### src/phy_coding_pkg.sv
// constants, carriers and coding functions of the 100 Mb/s coding path
package phy_coding_pkg;

  localparam int SYS_CLK_HZ      = 100_000_000;
  localparam int LINE_BIT_HZ     = 125_000_000;
  localparam int SYNTH_31M25_HZ  = 31_250_000;
  localparam int SYNTH_25M_HZ    = 25_000_000;
  localparam int SYNTH_10M_HZ    = 10_000_000;
  localparam int REF_NORMAL_HZ   = 25_000_000;
  localparam int REF_RMII_HZ     = 50_000_000;

  // strobe spacings in line bits; the 10 MHz strobe is paced in half bits
  localparam int BITS_PER_31M25  = LINE_BIT_HZ / SYNTH_31M25_HZ;
  localparam int BITS_PER_25M    = LINE_BIT_HZ / SYNTH_25M_HZ;
  localparam int HALF_BITS_10M   = (2 * LINE_BIT_HZ) / SYNTH_10M_HZ;

  localparam int OVS_DEFAULT     = 4;
  localparam int LFSR_W          = 11;
  localparam int CG_W            = 5;
  localparam int NIB_W           = 4;
  localparam int LOCK_MATCH_BITS = 32;
  localparam int REF_TIMEOUT_CYC = 16;

  localparam logic [LFSR_W-1:0] LFSR_SEED = 11'h7FF;

  localparam logic [CG_W-1:0] CG_IDLE = 5'h1F;
  localparam logic [CG_W-1:0] CG_J    = 5'h18;
  localparam logic [CG_W-1:0] CG_K    = 5'h11;
  localparam logic [CG_W-1:0] CG_T    = 5'h0D;
  localparam logic [CG_W-1:0] CG_R    = 5'h07;
  localparam logic [CG_W-1:0] CG_H    = 5'h04;

  localparam logic [1:0] MLT3_ZERO = 2'h0;
  localparam logic [1:0] MLT3_POS  = 2'h1;
  localparam logic [1:0] MLT3_NEG  = 2'h3;

  typedef logic [1:0] mlt3_t;

  typedef struct packed {
    logic             last;
    logic             er;
    logic [NIB_W-1:0] d;
  } tx_nibble_t;

  typedef struct packed {
    logic             dv;
    logic             er;
    logic [NIB_W-1:0] d;
  } rx_nibble_t;

  typedef struct packed {
    logic             ok;
    logic [NIB_W-1:0] d;
  } decoded_t;

  localparam logic [CG_W-1:0] DATA_CODES [16] = '{
    5'h1E, 5'h09, 5'h14, 5'h15, 5'h0A, 5'h0B, 5'h0E, 5'h0F,
    5'h12, 5'h13, 5'h16, 5'h17, 5'h1A, 5'h1B, 5'h1C, 5'h1D
  };

  function automatic logic [CG_W-1:0] enc_4b5b(input logic [NIB_W-1:0] d);
    return DATA_CODES[d];
  endfunction

  function automatic decoded_t dec_5b4b(input logic [CG_W-1:0] c);
    decoded_t r;
    r = '0;
    for (int i = 0; i < 16; i++) begin
      if (DATA_CODES[i] == c) begin
        r.ok = 1'b1;
        r.d  = NIB_W'(i);
      end
    end
    return r;
  endfunction

  // keystream bit of x^11 + x^9 + 1, shared by scrambler and descrambler
  function automatic logic key_bit(input logic [LFSR_W-1:0] s);
    return s[10] ^ s[8];
  endfunction

  function automatic mlt3_t mlt3_level(input logic [1:0] phase);
    mlt3_t l;
    l = MLT3_ZERO;
    if (phase == 2'h1) begin
      l = MLT3_POS;
    end else if (phase == 2'h3) begin
      l = MLT3_NEG;
    end
    return l;
  endfunction

endpackage

### src/phy_coding_path.sv
// transmit and receive coding path with clock strobe synthesis
`timescale 1ns/100ps
// Notes on behaviour
// transmit nibbles from the MAC are shifted out as a serial line bit stream.
// transmit data is 4B/5B coded first and the code stream is then scrambled.
// the scrambled stream is turned into NRZI and then driven as three-level MLT3.
// received MLT3 levels are turned back into an NRZI stream before decoding.
// a bit clock is recovered from the transitions of the received NRZI stream.
// the recovered bit clock samples the NRZI stream and turns it into NRZ.
// the received NRZ stream is descrambled first and then 4B/5B decoded.
// decoded bits are gathered into nibbles and handed to the MAC receive side.
// strobes at the 125, 31.25, 25 and 10 MHz rates are produced for timing.
// outside RMII mode all timing follows the 25 MHz reference input; the code uses it only to gate transmit pacing and strobes.
// in RMII mode the outside party supplies a 50 MHz reference that all timing follows; the code uses it only to gate transmit pacing and strobes.
// scrambling uses an 11-bit LFSR of period 2047 and the receiver uses the same sequence.
// fiber mode bypasses scrambler, descrambler and MLT3 coding both ways.
// NRZI toggles on a one and holds on a zero; MLT3 steps 0,+1,0,-1 on each toggle.
// the standard code-group table with idle and delimiters is used; bad groups flag errors.
module phy_coding_path
  import phy_coding_pkg::*;
#(
  parameter int OVS = OVS_DEFAULT
) (
  input  wire logic       sys_clk,
  input  wire logic       rst_n,
  input  wire logic       rmii_mode,
  input  wire logic       fx_mode,
  input  wire logic       ref_clk_25m,
  input  wire logic       ref_clk_50m,
  input  wire logic       tx_valid,
  output logic            tx_ready,
  input  wire tx_nibble_t tx_word,
  output mlt3_t           line_tx,
  output logic            fx_tx_bit,
  input  wire mlt3_t      line_rx,
  input  wire logic       fx_rx_bit,
  output rx_nibble_t      rx_word,
  output logic            rx_valid,
  output logic            rx_code_err,
  output logic            rx_locked,
  output logic            ref_ok,
  output logic            tick_125m,
  output logic            tick_31m25,
  output logic            tick_25m,
  output logic            tick_10m
);
  localparam int PW = $clog2(OVS);

  typedef enum {TX_IDLE, TX_K, TX_DATA, TX_T, TX_R} tx_state_t;
  typedef enum {RX_HUNT, RX_FRAME} rx_state_t;

  // pin synchronisers: stage one feeds stage two only
  logic [1:0] rmii_sy, fx_sy, r25_sy, r50_sy, fxrx_sy;
  mlt3_t      lrx_s1, lrx_s2;
  always_ff @(posedge sys_clk or negedge rst_n) begin
    if (!rst_n) begin
      rmii_sy <= '0;
      fx_sy   <= '0;
      r25_sy  <= '0;
      r50_sy  <= '0;
      fxrx_sy <= '0;
      lrx_s1  <= MLT3_ZERO;
      lrx_s2  <= MLT3_ZERO;
    end else begin
      rmii_sy <= {rmii_sy[0], rmii_mode};
      fx_sy   <= {fx_sy[0], fx_mode};
      r25_sy  <= {r25_sy[0], ref_clk_25m};
      r50_sy  <= {r50_sy[0], ref_clk_50m};
      fxrx_sy <= {fxrx_sy[0], fx_rx_bit};
      lrx_s1  <= line_rx;
      lrx_s2  <= lrx_s1;
    end
  end
  logic fx;
  assign fx = fx_sy[1];

  // reference watchdog: transmit bit pacing and strobes stop when the selected reference is still
  logic       ref_prev;
  logic       ref_sel;
  logic [4:0] ref_idle;
  // 25 MHz reference in normal mode
  // 50 MHz reference in RMII mode
  assign ref_sel = rmii_sy[1] ? r50_sy[1] : r25_sy[1];
  always_ff @(posedge sys_clk or negedge rst_n) begin
    if (!rst_n) begin
      ref_prev <= 1'b0;
      ref_idle <= '0;
      ref_ok   <= 1'b0;
    end else begin
      ref_prev <= ref_sel;
      if (ref_sel != ref_prev) begin
        ref_idle <= '0;
        ref_ok   <= 1'b1;
      end else if (ref_idle == 5'(REF_TIMEOUT_CYC - 1)) begin
        ref_ok   <= 1'b0;
      end else begin
        ref_idle <= ref_idle + 5'h01;
      end
    end
  end

  // line bit pacing; one line bit per OVS system clocks
  logic [PW-1:0] ovs_cnt;
  logic          bit_tick;
  assign bit_tick = ref_ok && (ovs_cnt == PW'(OVS - 1));
  always_ff @(posedge sys_clk or negedge rst_n) begin
    if (!rst_n) begin
      ovs_cnt <= '0;
    end else if (!ref_ok || bit_tick) begin
      ovs_cnt <= '0;
    end else begin
      ovs_cnt <= ovs_cnt + PW'(1);
    end
  end

  // rate strobes derived from the bit rate
  logic [2:0] div4, div5;
  logic [4:0] acc10;
  always_ff @(posedge sys_clk or negedge rst_n) begin
    if (!rst_n) begin
      div4       <= '0;
      div5       <= '0;
      acc10      <= '0;
      tick_125m  <= 1'b0;
      tick_31m25 <= 1'b0;
      tick_25m   <= 1'b0;
      tick_10m   <= 1'b0;
    end else begin
      tick_125m  <= bit_tick;
      tick_31m25 <= bit_tick && (div4 == 3'(BITS_PER_31M25 - 1));
      tick_25m   <= bit_tick && (div5 == 3'(BITS_PER_25M - 1));
      tick_10m   <= bit_tick && (acc10 >= 5'(HALF_BITS_10M - 2));
      if (bit_tick) begin
        div4  <= (div4 == 3'(BITS_PER_31M25 - 1)) ? 3'h0 : div4 + 3'h1;
        div5  <= (div5 == 3'(BITS_PER_25M - 1)) ? 3'h0 : div5 + 3'h1;
        // 12.5 bits per strobe: alternate spacing of 12 and 13
        acc10 <= (acc10 >= 5'(HALF_BITS_10M - 2)) ? acc10 + 5'h02 - 5'(HALF_BITS_10M)
                                                  : acc10 + 5'h02;
      end
    end
  end

  // transmit buffer: a stalled encoder holds the MAC off without loss
  logic       buf_valid;
  logic       buf_ready;
  tx_nibble_t buf_word;
  two_entry_buffer #(.W($bits(tx_nibble_t))) tx_buf (
    .sys_clk   (sys_clk),
    .rst_n     (rst_n),
    .in_valid  (tx_valid),
    .in_ready  (tx_ready),
    .in_data   (tx_word),
    .out_valid (buf_valid),
    .out_ready (buf_ready),
    .out_data  (buf_word)
  );

  tx_state_t       tx_state, next_tx_state;
  logic [CG_W-1:0] tx_shift, next_group;
  logic [2:0]      tx_pos;
  logic            tx_load, tx_pop;
  assign tx_load   = bit_tick && (tx_pos == 3'(CG_W - 1));
  assign buf_ready = tx_load && tx_pop;

  // group selection with delimiters and idle
  always_comb begin
    next_group    = CG_IDLE;
    next_tx_state = tx_state;
    tx_pop        = 1'b0;
    unique case (tx_state)
      TX_IDLE: begin
        if (buf_valid) begin
          next_group    = CG_J;
          next_tx_state = TX_K;
        end
      end
      TX_K: begin
        next_group    = CG_K;
        next_tx_state = TX_DATA;
      end
      TX_DATA: begin
        // an underrun inside a frame is sent as an error group
        next_group = CG_H;
        if (buf_valid) begin
          tx_pop     = 1'b1;
          // 4B/5B coding ahead of the scrambler
          next_group = buf_word.er ? CG_H : enc_4b5b(buf_word.d);
          if (buf_word.last) begin
            next_tx_state = TX_T;
          end
        end
      end
      TX_T: begin
        next_group    = CG_T;
        next_tx_state = TX_R;
      end
      TX_R: begin
        next_group    = CG_R;
        next_tx_state = TX_IDLE;
      end
    endcase
  end

  // code groups shifted out msb first, one per five line bits
  always_ff @(posedge sys_clk or negedge rst_n) begin
    if (!rst_n) begin
      tx_state <= TX_IDLE;
      tx_shift <= CG_IDLE;
      tx_pos   <= '0;
    end else if (tx_load) begin
      tx_state <= next_tx_state;
      tx_shift <= next_group;
      tx_pos   <= '0;
    end else if (bit_tick) begin
      tx_shift <= {tx_shift[CG_W-2:0], 1'b0};
      tx_pos   <= tx_pos + 3'h1;
    end
  end

  logic [LFSR_W-1:0] tx_lfsr;
  logic              tx_line_bit;
  logic              tx_nrzi;
  logic [1:0]        tx_phase, next_tx_phase;
  // scrambler after the coder
  // fiber skips the scrambler
  assign tx_line_bit   = fx ? tx_shift[CG_W-1] : tx_shift[CG_W-1] ^ key_bit(tx_lfsr);
  assign next_tx_phase = tx_line_bit ? tx_phase + 2'h1 : tx_phase;
  always_ff @(posedge sys_clk or negedge rst_n) begin
    if (!rst_n) begin
      tx_lfsr   <= LFSR_SEED;
      tx_nrzi   <= 1'b0;
      tx_phase  <= 2'h0;
      line_tx   <= MLT3_ZERO;
      fx_tx_bit <= 1'b0;
    end else if (bit_tick) begin
      // 11-bit maximal length keystream
      tx_lfsr   <= {tx_lfsr[LFSR_W-2:0], key_bit(tx_lfsr)};
      // nrz to nrzi then mlt3
      // toggle on one, step level cycle on toggle
      tx_nrzi   <= tx_nrzi ^ tx_line_bit;
      fx_tx_bit <= tx_nrzi ^ tx_line_bit;
      tx_phase  <= next_tx_phase;
      // no mlt3 drive in fiber mode
      line_tx   <= fx ? MLT3_ZERO : mlt3_level(next_tx_phase);
    end
  end

  // receive front end
  mlt3_t         lrx_prev;
  logic          rx_nrzi, rx_nrzi_prev, next_rx_nrzi, sampled_nrzi;
  logic [PW-1:0] rx_phase;
  logic          rx_tick, nrz_bit;
  // a level change on the mlt3 line is an nrzi toggle
  // fiber carries nrzi directly
  assign next_rx_nrzi = fx ? fxrx_sy[1] : rx_nrzi ^ (lrx_s2 != lrx_prev);
  // sample point placed half a bit after each transition
  assign rx_tick = (rx_phase == PW'(OVS / 2));
  // nrzi change since last sample is a one
  assign nrz_bit = rx_nrzi ^ sampled_nrzi;
  always_ff @(posedge sys_clk or negedge rst_n) begin
    if (!rst_n) begin
      lrx_prev     <= MLT3_ZERO;
      rx_nrzi      <= 1'b0;
      rx_nrzi_prev <= 1'b0;
      sampled_nrzi <= 1'b0;
      rx_phase     <= '0;
    end else begin
      lrx_prev     <= lrx_s2;
      rx_nrzi      <= next_rx_nrzi;
      rx_nrzi_prev <= rx_nrzi;
      if (rx_nrzi != rx_nrzi_prev) begin
        rx_phase <= '0;
      end else if (rx_phase == PW'(OVS - 1)) begin
        rx_phase <= '0;
      end else begin
        rx_phase <= rx_phase + PW'(1);
      end
      if (rx_tick) begin
        sampled_nrzi <= rx_nrzi;
      end
    end
  end

  // descrambler locks by loading the idle keystream, then free runs
  logic [LFSR_W-1:0] rx_lfsr;
  logic [5:0]        match_cnt;
  logic              scr_locked, desc_bit;
  // descramble ahead of the decoder
  assign desc_bit  = fx ? nrz_bit : nrz_bit ^ key_bit(rx_lfsr);
  assign rx_locked = fx || scr_locked;
  always_ff @(posedge sys_clk or negedge rst_n) begin
    if (!rst_n) begin
      rx_lfsr    <= LFSR_SEED;
      match_cnt  <= '0;
      scr_locked <= 1'b0;
    end else if (rx_tick) begin
      // same sequence as the transmitter
      if (scr_locked) begin
        rx_lfsr <= {rx_lfsr[LFSR_W-2:0], key_bit(rx_lfsr)};
      end else begin
        rx_lfsr <= {rx_lfsr[LFSR_W-2:0], ~nrz_bit};
        if (key_bit(rx_lfsr) == ~nrz_bit) begin
          match_cnt  <= match_cnt + 6'h01;
          scr_locked <= (match_cnt == 6'(LOCK_MATCH_BITS - 1));
        end else begin
          match_cnt <= '0;
        end
      end
    end
  end

  // alignment on J K, then decode each five bits
  rx_state_t         rx_state;
  logic [2*CG_W-1:0] rx_win, next_win;
  logic [2:0]        rx_cnt;
  decoded_t          dec;
  assign next_win = {rx_win[2*CG_W-2:0], desc_bit};
  assign dec      = dec_5b4b(next_win[CG_W-1:0]);
  always_ff @(posedge sys_clk or negedge rst_n) begin
    if (!rst_n) begin
      rx_state    <= RX_HUNT;
      rx_win      <= '0;
      rx_cnt      <= '0;
      rx_word     <= '0;
      rx_valid    <= 1'b0;
      rx_code_err <= 1'b0;
    end else begin
      rx_valid    <= 1'b0;
      rx_code_err <= 1'b0;
      if (rx_tick && rx_locked) begin
        rx_win <= next_win;
        unique case (rx_state)
          RX_HUNT: begin
            if (next_win == {CG_J, CG_K}) begin
              rx_state <= RX_FRAME;
              rx_cnt   <= '0;
            end
          end
          RX_FRAME: begin
            rx_cnt <= (rx_cnt == 3'(CG_W - 1)) ? 3'h0 : rx_cnt + 3'h1;
            if (rx_cnt == 3'(CG_W - 1)) begin
              // nibble handed to the MAC
              rx_valid <= 1'b1;
              if (next_win[CG_W-1:0] == CG_T) begin
                rx_word  <= '0;
                rx_state <= RX_HUNT;
              end else if (dec.ok) begin
                rx_word  <= '{dv: 1'b1, er: 1'b0, d: dec.d};
              end else begin
                // bad group flagged; idle inside a frame also ends it
                rx_word     <= '{dv: 1'b1, er: 1'b1, d: '0};
                rx_code_err <= 1'b1;
                if (next_win[CG_W-1:0] == CG_IDLE) begin
                  rx_state <= RX_HUNT;
                end
              end
            end
          end
        endcase
      end
    end
  end
endmodule

### src/two_entry_buffer.sv
// two-entry valid/ready buffer with registered head
`timescale 1ns/100ps
module two_entry_buffer #(
  parameter int W = 6
) (
  input  wire logic         sys_clk,
  input  wire logic         rst_n,
  input  wire logic         in_valid,
  output logic              in_ready,
  input  wire logic [W-1:0] in_data,
  output logic              out_valid,
  input  wire logic         out_ready,
  output logic [W-1:0]      out_data
);
  logic [W-1:0] head;
  logic [W-1:0] tail;
  logic [1:0]   count;
  logic         push;
  logic         pop;

  assign in_ready  = (count != 2'h2);
  assign out_valid = (count != 2'h0);
  assign out_data  = head;
  assign push      = in_valid && in_ready;
  assign pop       = out_valid && out_ready;

  always_ff @(posedge sys_clk or negedge rst_n) begin
    if (!rst_n) begin
      count <= 2'h0;
    end else if (push && !pop) begin
      count <= count + 2'h1;
    end else if (pop && !push) begin
      count <= count - 2'h1;
    end
  end

  always_ff @(posedge sys_clk or negedge rst_n) begin
    if (!rst_n) begin
      head <= '0;
      tail <= '0;
    end else begin
      if (push && (count == 2'h0 || (count == 2'h1 && pop))) begin
        head <= in_data;
      end else if (pop && count == 2'h2) begin
        head <= tail;
      end
      if (push && ((count == 2'h1 && !pop) || count == 2'h2)) begin
        tail <= in_data;
      end
    end
  end
endmodule

### config.mk
export PLATFORM = sky130hd
export DESIGN_NAME = phy_coding_path
export DESIGN_NICKNAME = d
export VERILOG_FILES = /design/src/phy_coding_pkg.sv /design/src/phy_coding_path.sv /design/src/two_entry_buffer.sv
export SDC_FILE = /design/constraint.sdc
export NUM_CORES = 1
export LEC_CHECK = 0
export ABC_AREA = 1
export BUFFER_PORTS_ARGS = -buffer_cell sky130_fd_sc_hd__buf_2
export CAP_MARGIN = 20
export CORE_AREA = 3 3 111 113
export DETAILED_ROUTE_END_ITERATION = 12
export DIE_AREA = 0 0 114 116
export GPL_TIMING_DRIVEN = 0
export PLACE_DENSITY = 0.69
export SLEW_MARGIN = 10
export SYNTH_ARGS = -nofsm -noshare
export SYNTH_HDL_FRONTEND = slang
export SYNTH_SLANG_ARGS = --single-unit
### constraint.sdc
create_clock -name sys_clk -period 1.62 [get_ports sys_clk]
set_input_delay 0.243 -clock sys_clk [delete_from_list [all_inputs] [get_ports sys_clk]]
set_output_delay 0.243 -clock sys_clk [all_outputs]
set_load 0.005 [all_outputs]
==> results.md, run 1 <==
- IO Pins: 34
- Ant diodes: 0
- Clock share of power: between 30% and 40%
- Flops & latches, synth: 125
- WL met1: 4.68 mm
- P_leak: about 3.4 nW
- Final setup vio count: 1
- Sw power: a little under 4 mW
- Crit end category: flip-flop
- Syn_area_per_cell: 9.26 sq um
- Longest Clk Path Bufs: 2
- Startpoint Class: flip-flop
- Crit-path max FO: 7
- Setup slack after layout: -0.00119 ns
- Area growth from synthesis to layout: 25.0%
- Buffers added on ports: 33
- DR top layer: met4
- Chip width: around 110 um
- Max rail drop VDD: 0.00104 V
- Final worst path period share: 100%
- Commonest non-fill, non-tap cell in the layout: nand2_1
- Clk_lat worst skew: a little over 0.4 ns
- Antenna violations before repair: 0
- Tightest Hold Check Type: in -> reg
- Fraction of layout cells with a size suffix above 1: approximately a quarter
- Power after layout: 11.8 mW
- MaxCap Viol Count: 0
- TritonCTS clock tree: built
- Post-Syn Instances: 611
- First-pass GRT wire length: 19.0 mm
- DP Cell Count: just under 800
- Overall global routing resource usage: between 15 and 20%
- Reg clk slew, reported paths: 0.05 ns
- PwrDens: 1660 nW/um^2
- Top FF cell, synth: dfrtp_1
- Vias/cell: 5.02
- Fin cells: 851
- Pre-CTS setup slack: -0.174 ns
- Tightest Pin Transition: ~0.53 ns
- Comb pwr share: 30.4%
- DRT Pass-1 Iters: 8
- Std cell rows: 39
- Mapped cell area: 5660 sq um
- DRT iter0 DRCs: 195
- Crit path DAT: ~1.9 ns
- Kind of critical path: reg -> reg
- Antenna Nets Post-Route: 0
- Max-slew headroom: 64.8%
- Clock sink count: 125
- Final wirelength: roughly 11 mm
- CTS root buffer: clkbuf_16
- GP Congestion: 0.917
- Die Height: 116 um
- Async SR Flop Fraction: between 90% and 100%
- Pint: 7.86 mW
- Met2 WL: 5.39 mm
- Vias in the first global route: 4359
- Largest net degree at the start of global routing: 69
- DP HPWL: 7.09 mm
- Status: complete, but fails checks
- Commonest cells after routing, fill and taps aside: nand2_1, dfrtp_1, inv_1
- Flop pwr share: between 30% and 40%
- Post-route minimum period: 1.62 ns
- Worst Skew: around 0.0048 ns
- Final hold viol count: 0
- DIE AREA: 13200 sq um
- Violated checks: negative setup slack
- Starting density of the core: 49.6%
- EDFF count, synth: 0
- Pins Over Slew Limit: 0
- Overflow after GRT: 0
- Register area share after synthesis: 55.9%
- H-Tree Depth: 4
- Switching part of the total: 33.2%
- Remaining DRCs: 0
- TritonCTS Buffers: 17
- Vias: 4273
- RSZ-0062 raised after global routing: true
- Crit path required time: 1.92 ns
- Hold Worst Slack: 0.0657 ns
- Distinct cells, synth: 39
- Fmax: between 600 and 700 MHz
- Total Nets Final: 732
- Core area: 11400 sq um
- Sum Neg Setup Slack: -0.00119 ns
- Synth Warn #: 0
- Synthesized Nets: 648
- Met3 routed WL: 379 um
- DR WL/cell: 12.5 um
[per-layer routing]
layer	vias up	global-route usage, %
met5	-	0
met4	0	7.44
met3	18	5.80
met2	64	30.5
met1	2050	21.3
li1	2141	-
[cells by family (layout without fill, tap and decap cells)]
| family | after synthesis | after routing | synth area share [%] |
|---|---|---|---|
| compound gates | 93 | 93 | 9.44 |
| xor+xnor | 20 | 20 | 3.10 |
| fa+ha+maj | 21 | 21 | 4.64 |
| buf+inv | 92 | 189 | 6.15 |
| flops | 125 | 125 | 55.9 |
| mux | 6 | 6 | 1.19 |
| simple gates | 254 | 254 | 19.6 |
[cells in the mapped netlist (all sizes together), types with 7 or more instances]
cell,instances,share of area [%]
ha,21,4.6
nand3,39,3.7
dfstp,27,13
inv,82,5.4
xor2,13,2.0
clkbuf,8,0.53
xnor2,7,1.1
nand2,155,10
o21ai,63,5.6
a21oi,11,1.2
nor2,38,3.0
nor3,13,1.3
dfrtp,98,43
[per-stage QoR]
step | utilization, % | instance area, sq um
2_1_floorplan | - | 5660
3_3_place_gp | 52.6 | 6000
3_5_place_dp | 52.9 | 6040
4_1_cts | 60.0 | 6850
5_1_grt | 62.0 | 7070
6_report | 62.0 | 7070
[worst max-delay path, stage by stage (launching register included)]
cell and delay (ns):
dfrtp_1 0.39, ha_4 0.19, nand2_8 0.08, nor2_4 0.19, nand3_4 0.16, nand2_4 0.15
mux2_2 0.34
[sequential cells by signal, indices dropped and copies added, names as in the netlist, 5 cells and up]
register and flops:
rx_win 9, match_cnt 6, tx_buf.tail 6, tx_shift 5
tx_buf.out_data 6, rx_lfsr 11, rx_word 6, acc10 5
tx_lfsr 11, ref_idle 5
[power by group through the flow]
stage / registers, mW / logic (mW) / clock network [mW]
after floorplan: 4.49 / 2.26 / 0
after CTS: 4.59 / 3.23 / 3.65
final: 4.62 / 3.58 / 3.57
after detailed placement: 4.61 / 2.98 / 0
after global routing: 4.73 / 4.12 / 3.82
after global placement: 4.56 / 2.82 / 0
[layout make-up]
class | count | area [sq um]
buffer | 10 | 45.0
clock inverter | 6 | 57.6
tap | 143 | 179
multi-input combinational | 394 | 2340
timing repair buffer | 65 | 464
inverter | 82 | 313
fill | 952 | 4340
sequential | 125 | 3160
clock buffer | 26 | 509
[path summary, 6_finish.rpt]
| kind | from | end | slack [ns] | cells after the start |
|---|---|---|---|---|
| setup / recovery | ovs_cnt[0]$_DFF_PN0_ | tx_buf.tail[3]$_DFFE_PN0P_ | -0.001 | 6 |
| hold / removal | tx_word[4] | tx_buf.out_data[4]$_DFFE_PN0P_ | 0.07 | 3 |
| setup reg to reg | ovs_cnt[0]$_DFF_PN0_ | tx_buf.tail[3]$_DFFE_PN0P_ | -0.001 | 6 |
| hold reg to reg | fx_sy[0]$_DFF_PN0_ | fx_sy[1]$_DFF_PN0_ | 0.35 | 0 |
| max in group asynchronous | rst_n | tx_shift[0]$_DFFE_PN1P_ | 0.52 | 3 |
| min in group asynchronous | rst_n | rx_phase[0]$_DFF_PN0_ | 0.35 | 2 |
[repair_timing]
action	4_1_cts	5_1_grt
pin swaps	10	13
endpoints found under the setup margin	43	52
setup buffers	8	15
hold buffers	8	0
resized for setup	24	35
hold endpoints to repair	54	0
Power figures use the tool's default switching activity.
==> inputs of run 2 (changes only) <==
Settings changed: CORE_AREA 3 3 111 113 to 4 4 112 114, DIE_AREA 0 0 114 116 to 0 0 116 118, HOLD_SLACK_MARGIN set to 0.08.
==> run 2 against run 1 <==
Sequential share of layout area is 0.84 points lower. The run still ends with negative setup slack left. Largest cell class unchanged. Count of clock-buffer cells in the layout is 6 lower. Final cell count is 0.35% higher. Total power is 4.2% higher. Combinational power is 2% higher. Worst hold slack better by 0.25 ns. Clock skew hardly changed. Clock power is 11% higher. Register-to-register slack hardly changed. Largest power group unchanged. First-iteration DRC count is 12% higher. Global-route usage is 0.45 points lower.
==> results.md, run 2 (synthesized netlist as in run 1, its figures left out) <==
- Antenna violations before repair: 0 (unchanged)
- MaxCap Viol Count: 0 (unchanged)
- Pins Over Slew Limit: 0 (unchanged)
- DIE AREA: 13700 sq um (+3.5%)
- Remaining DRCs: 0 (unchanged)
- Starting density of the core: 49.6% (unchanged)
- Overflow after GRT: 0 (unchanged)
- Max-slew headroom: 63.0% (-1.7 points)
- Longest Clk Path Bufs: 2 (unchanged)
- Kind of critical path: reg -> reg
- Final wirelength: 11.4 mm (+7.3%)
- Fraction of layout cells with a size suffix above 1: 25.7% (+0.74 points)
- Crit path required time: 1.91 ns (about the same)
- Largest registers: rx_lfsr x11, tx_lfsr x11, rx_win x9
- Reg clk slew, reported paths: 0.05 ns (about the same)
- TritonCTS Buffers: 17 (unchanged)
- DR WL/cell: 13.4 um (+6.9%)
- Worst hold path cell count: 5 (+2)
- CTS root buffer: clkbuf_16
- Area growth from synthesis to layout: 27.4%
- Antenna Nets Post-Route: 0 (unchanged)
- Vias in the first global route: 4309 (-1.1%)
- Max rail drop VDD: 0.00117 V (+13%)
- First-pass GRT wire length: 19.3 mm (+1.6%)
- Clk_lat worst skew: 0.42 ns (about the same)
- Vias: 4323 (+1.2%)
- Pre-CTS setup slack: -0.218 ns (-0.0436 ns)
- Overall global routing resource usage: 17.6% (-0.45 points)
- Final worst path period share: 100% (+0.41 points)
- H-Tree Depth: 4 (unchanged)
- DP Cell Count: 788 (unchanged)
- Startpoint Class: flip-flop
- Die Height: 118 um (+1.7%)
- Status: complete, but fails checks
- Chip width: 116 um (+1.8%)
- WHS Endpoint: tx_buf.count[0]$_DFFE_PN0P_
- Final hold viol count: 0 (unchanged)
- Core area: 11400 sq um (unchanged)
- Reg2reg end: tx_buf.out_data[2]$_DFFE_PN0P_
- Crit-path max FO: 6 (-1)
- Std cell rows: 39 (unchanged)
- DP HPWL: 7.18 mm (+1.2%)
- RSZ-0062 raised after global routing: true
- P_leak: 3.50 nW (+1.4%)
- Tightest Hold Check Type: in -> reg
- Setup slack after layout: -0.00776 ns (-0.00658 ns)
- Worst Skew: 0.00443 ns (-0.000356 ns)
- Total Nets Final: 735 (+0.41%)
- Ant diodes: 0 (unchanged)
- Largest net degree at the start of global routing: 66 (-4.3%)
- DRT iter0 DRCs: 219 (+12%)
- Power after layout: 12.3 mW (+4.2%)
- Max incr delay on CP: 0.38 ns (about the same)
- Violated checks: negative setup slack
- Worst path slowest cell: dfrtp_1
- Fmax: 614 MHz (-0.40%)
- Commonest cells after routing, fill and taps aside: nand2_1, dfrtp_1, inv_1
- R2R cell count: 7 (+1)
- PwrDens: 1700 nW/um^2 (+2.3%)
- Buffers added on ports: 33 (unchanged)
- Crit end category: flip-flop
- Reg2Reg Setup Slack: -0.008 ns (about the same)
- Fin cells: 854 (+0.35%)
- IO Pins: 34 (unchanged)
- Hold_sp: tx_valid
- Clock sink count: 125 (unchanged)
- Post-route minimum period: 1.63 ns (+0.00658 ns)
- Commonest non-fill, non-tap cell in the layout: nand2_1
- Crit path DAT: 1.92 ns (about the same)
- Final setup vio count: 1 (unchanged)
- DRT Pass-1 Iters: 5 (-3)
- Tightest Pin Transition: 0.555 ns (+0.0261 ns)
- Cell Chain, Critical Path: ha_4 > nand2_8 > nor2_4 > nand3_4 > o22ai_4 > or2_4 > o21ai_1
- Worst r2r src: ovs_cnt[0]$_DFF_PN0_
- FILL cells: 894 (-6.1%)
- Buf+Inv Stages, Crit Path: 0 (unchanged)
- Family with the most delay on the worst path: simple AND/OR/NAND/NOR gates
- TritonCTS clock tree: built
- GP Congestion: 0.950 (+3.6%)
- Vias/cell: 5.06 (+0.81%)
[run 2: repair_timing]
action | 4_1_cts | 5_1_grt
hold endpoints to repair | 68 | 0
setup buffers | 7 | 15
pin swaps | 5 | 23
hold buffers | 14 | 0
resized for setup | 19 | 49
gates cloned | 0 | 0
setup endpoints to repair | 41 | 59
[run 2: through the flow]
step / setup TNS (ns) / cell area (sq um) / util, % / hold slack (ns)
CTS: 0 / 6920 / 60.6 / 0.312
finish: -0.00776 / 7210 / 63.1 / 0.315
global placement: -135.79 / 6000 / 52.6 / 0.332
global route: -0.903 / 7210 / 63.1 / 0.319
detailed placement: -3.67 / 6040 / 52.9 / 0.251
floorplan: 0 / 5660 / - / -0.0526
[run 2: area by class of cell]
cell class / count / area, sq um / share of cell area (%)
Timing Repair Buffer: 70 / 504 / 6.99
Clock buffer: 20 / 457 / 6.33
Inverter: 82 / 318 / 4.41
Clock inverter: 12 / 168 / 2.33
Buffer: 8 / 36.3 / 0.503
Multi-Input combinational cell: 394 / 2390 / 33.1
Sequential cell: 125 / 3160 / 43.9
Tap cell: 143 / 179 / 2.48
[run 2: tightest hold or removal path: stages]
cell	delay, ns
buf_2	0.10
nand2_4	0.07
inv_2	0.08
ha_4	0.14
xnor2_1	0.05
[run 2: worst max-delay path by stage]
| stage | startpoint | to | slack, ns | cells past startpoint |
|---|---|---|---|---|
| detailed placement | rx_phase[0]$_DFF_PN0_ | rx_cnt[2]$_DFFE_PN0P_ | -0.22 | 10 |
| global route | ovs_cnt[0]$_DFF_PN0_ | tx_buf.out_data[2]$_DFFE_PN0P_ | -0.09 | 7 |
| global placement | rst_n | tx_buf.count[1]$_DFFE_PN0P_ | -1.22 | 1 |
| finish | ovs_cnt[0]$_DFF_PN0_ | tx_buf.out_data[2]$_DFFE_PN0P_ | -0.008 | 7 |
| floorplan | tx_pos[0]$_DFFE_PN0P_ | tx_buf.count[1]$_DFFE_PN0P_ | 0.04 | 8 |
| CTS | tx_buf.count[0]$_DFFE_PN0P_ | tx_buf.tail[5]$_DFFE_PN0P_ | 0.007 | 6 |
[run 2: power breakdown]
group | switching, mW | total, mW | internal [mW] | leakage (nW)
clock | 1.33 | 3.96 | 2.64 | 0.302
combinational | 2.14 | 3.66 | 1.52 | 1.67
sequential | 0.585 | 4.64 | 4.06 | 1.53
[run 2: per-layer routing]
layer / GRT usage (%) / wire length (um)
met5: 0 / 0
met4: 6.96 / 271
met3: 5.35 / 415
met2: 28.7 / 5790
met1: 21.6 / 4930
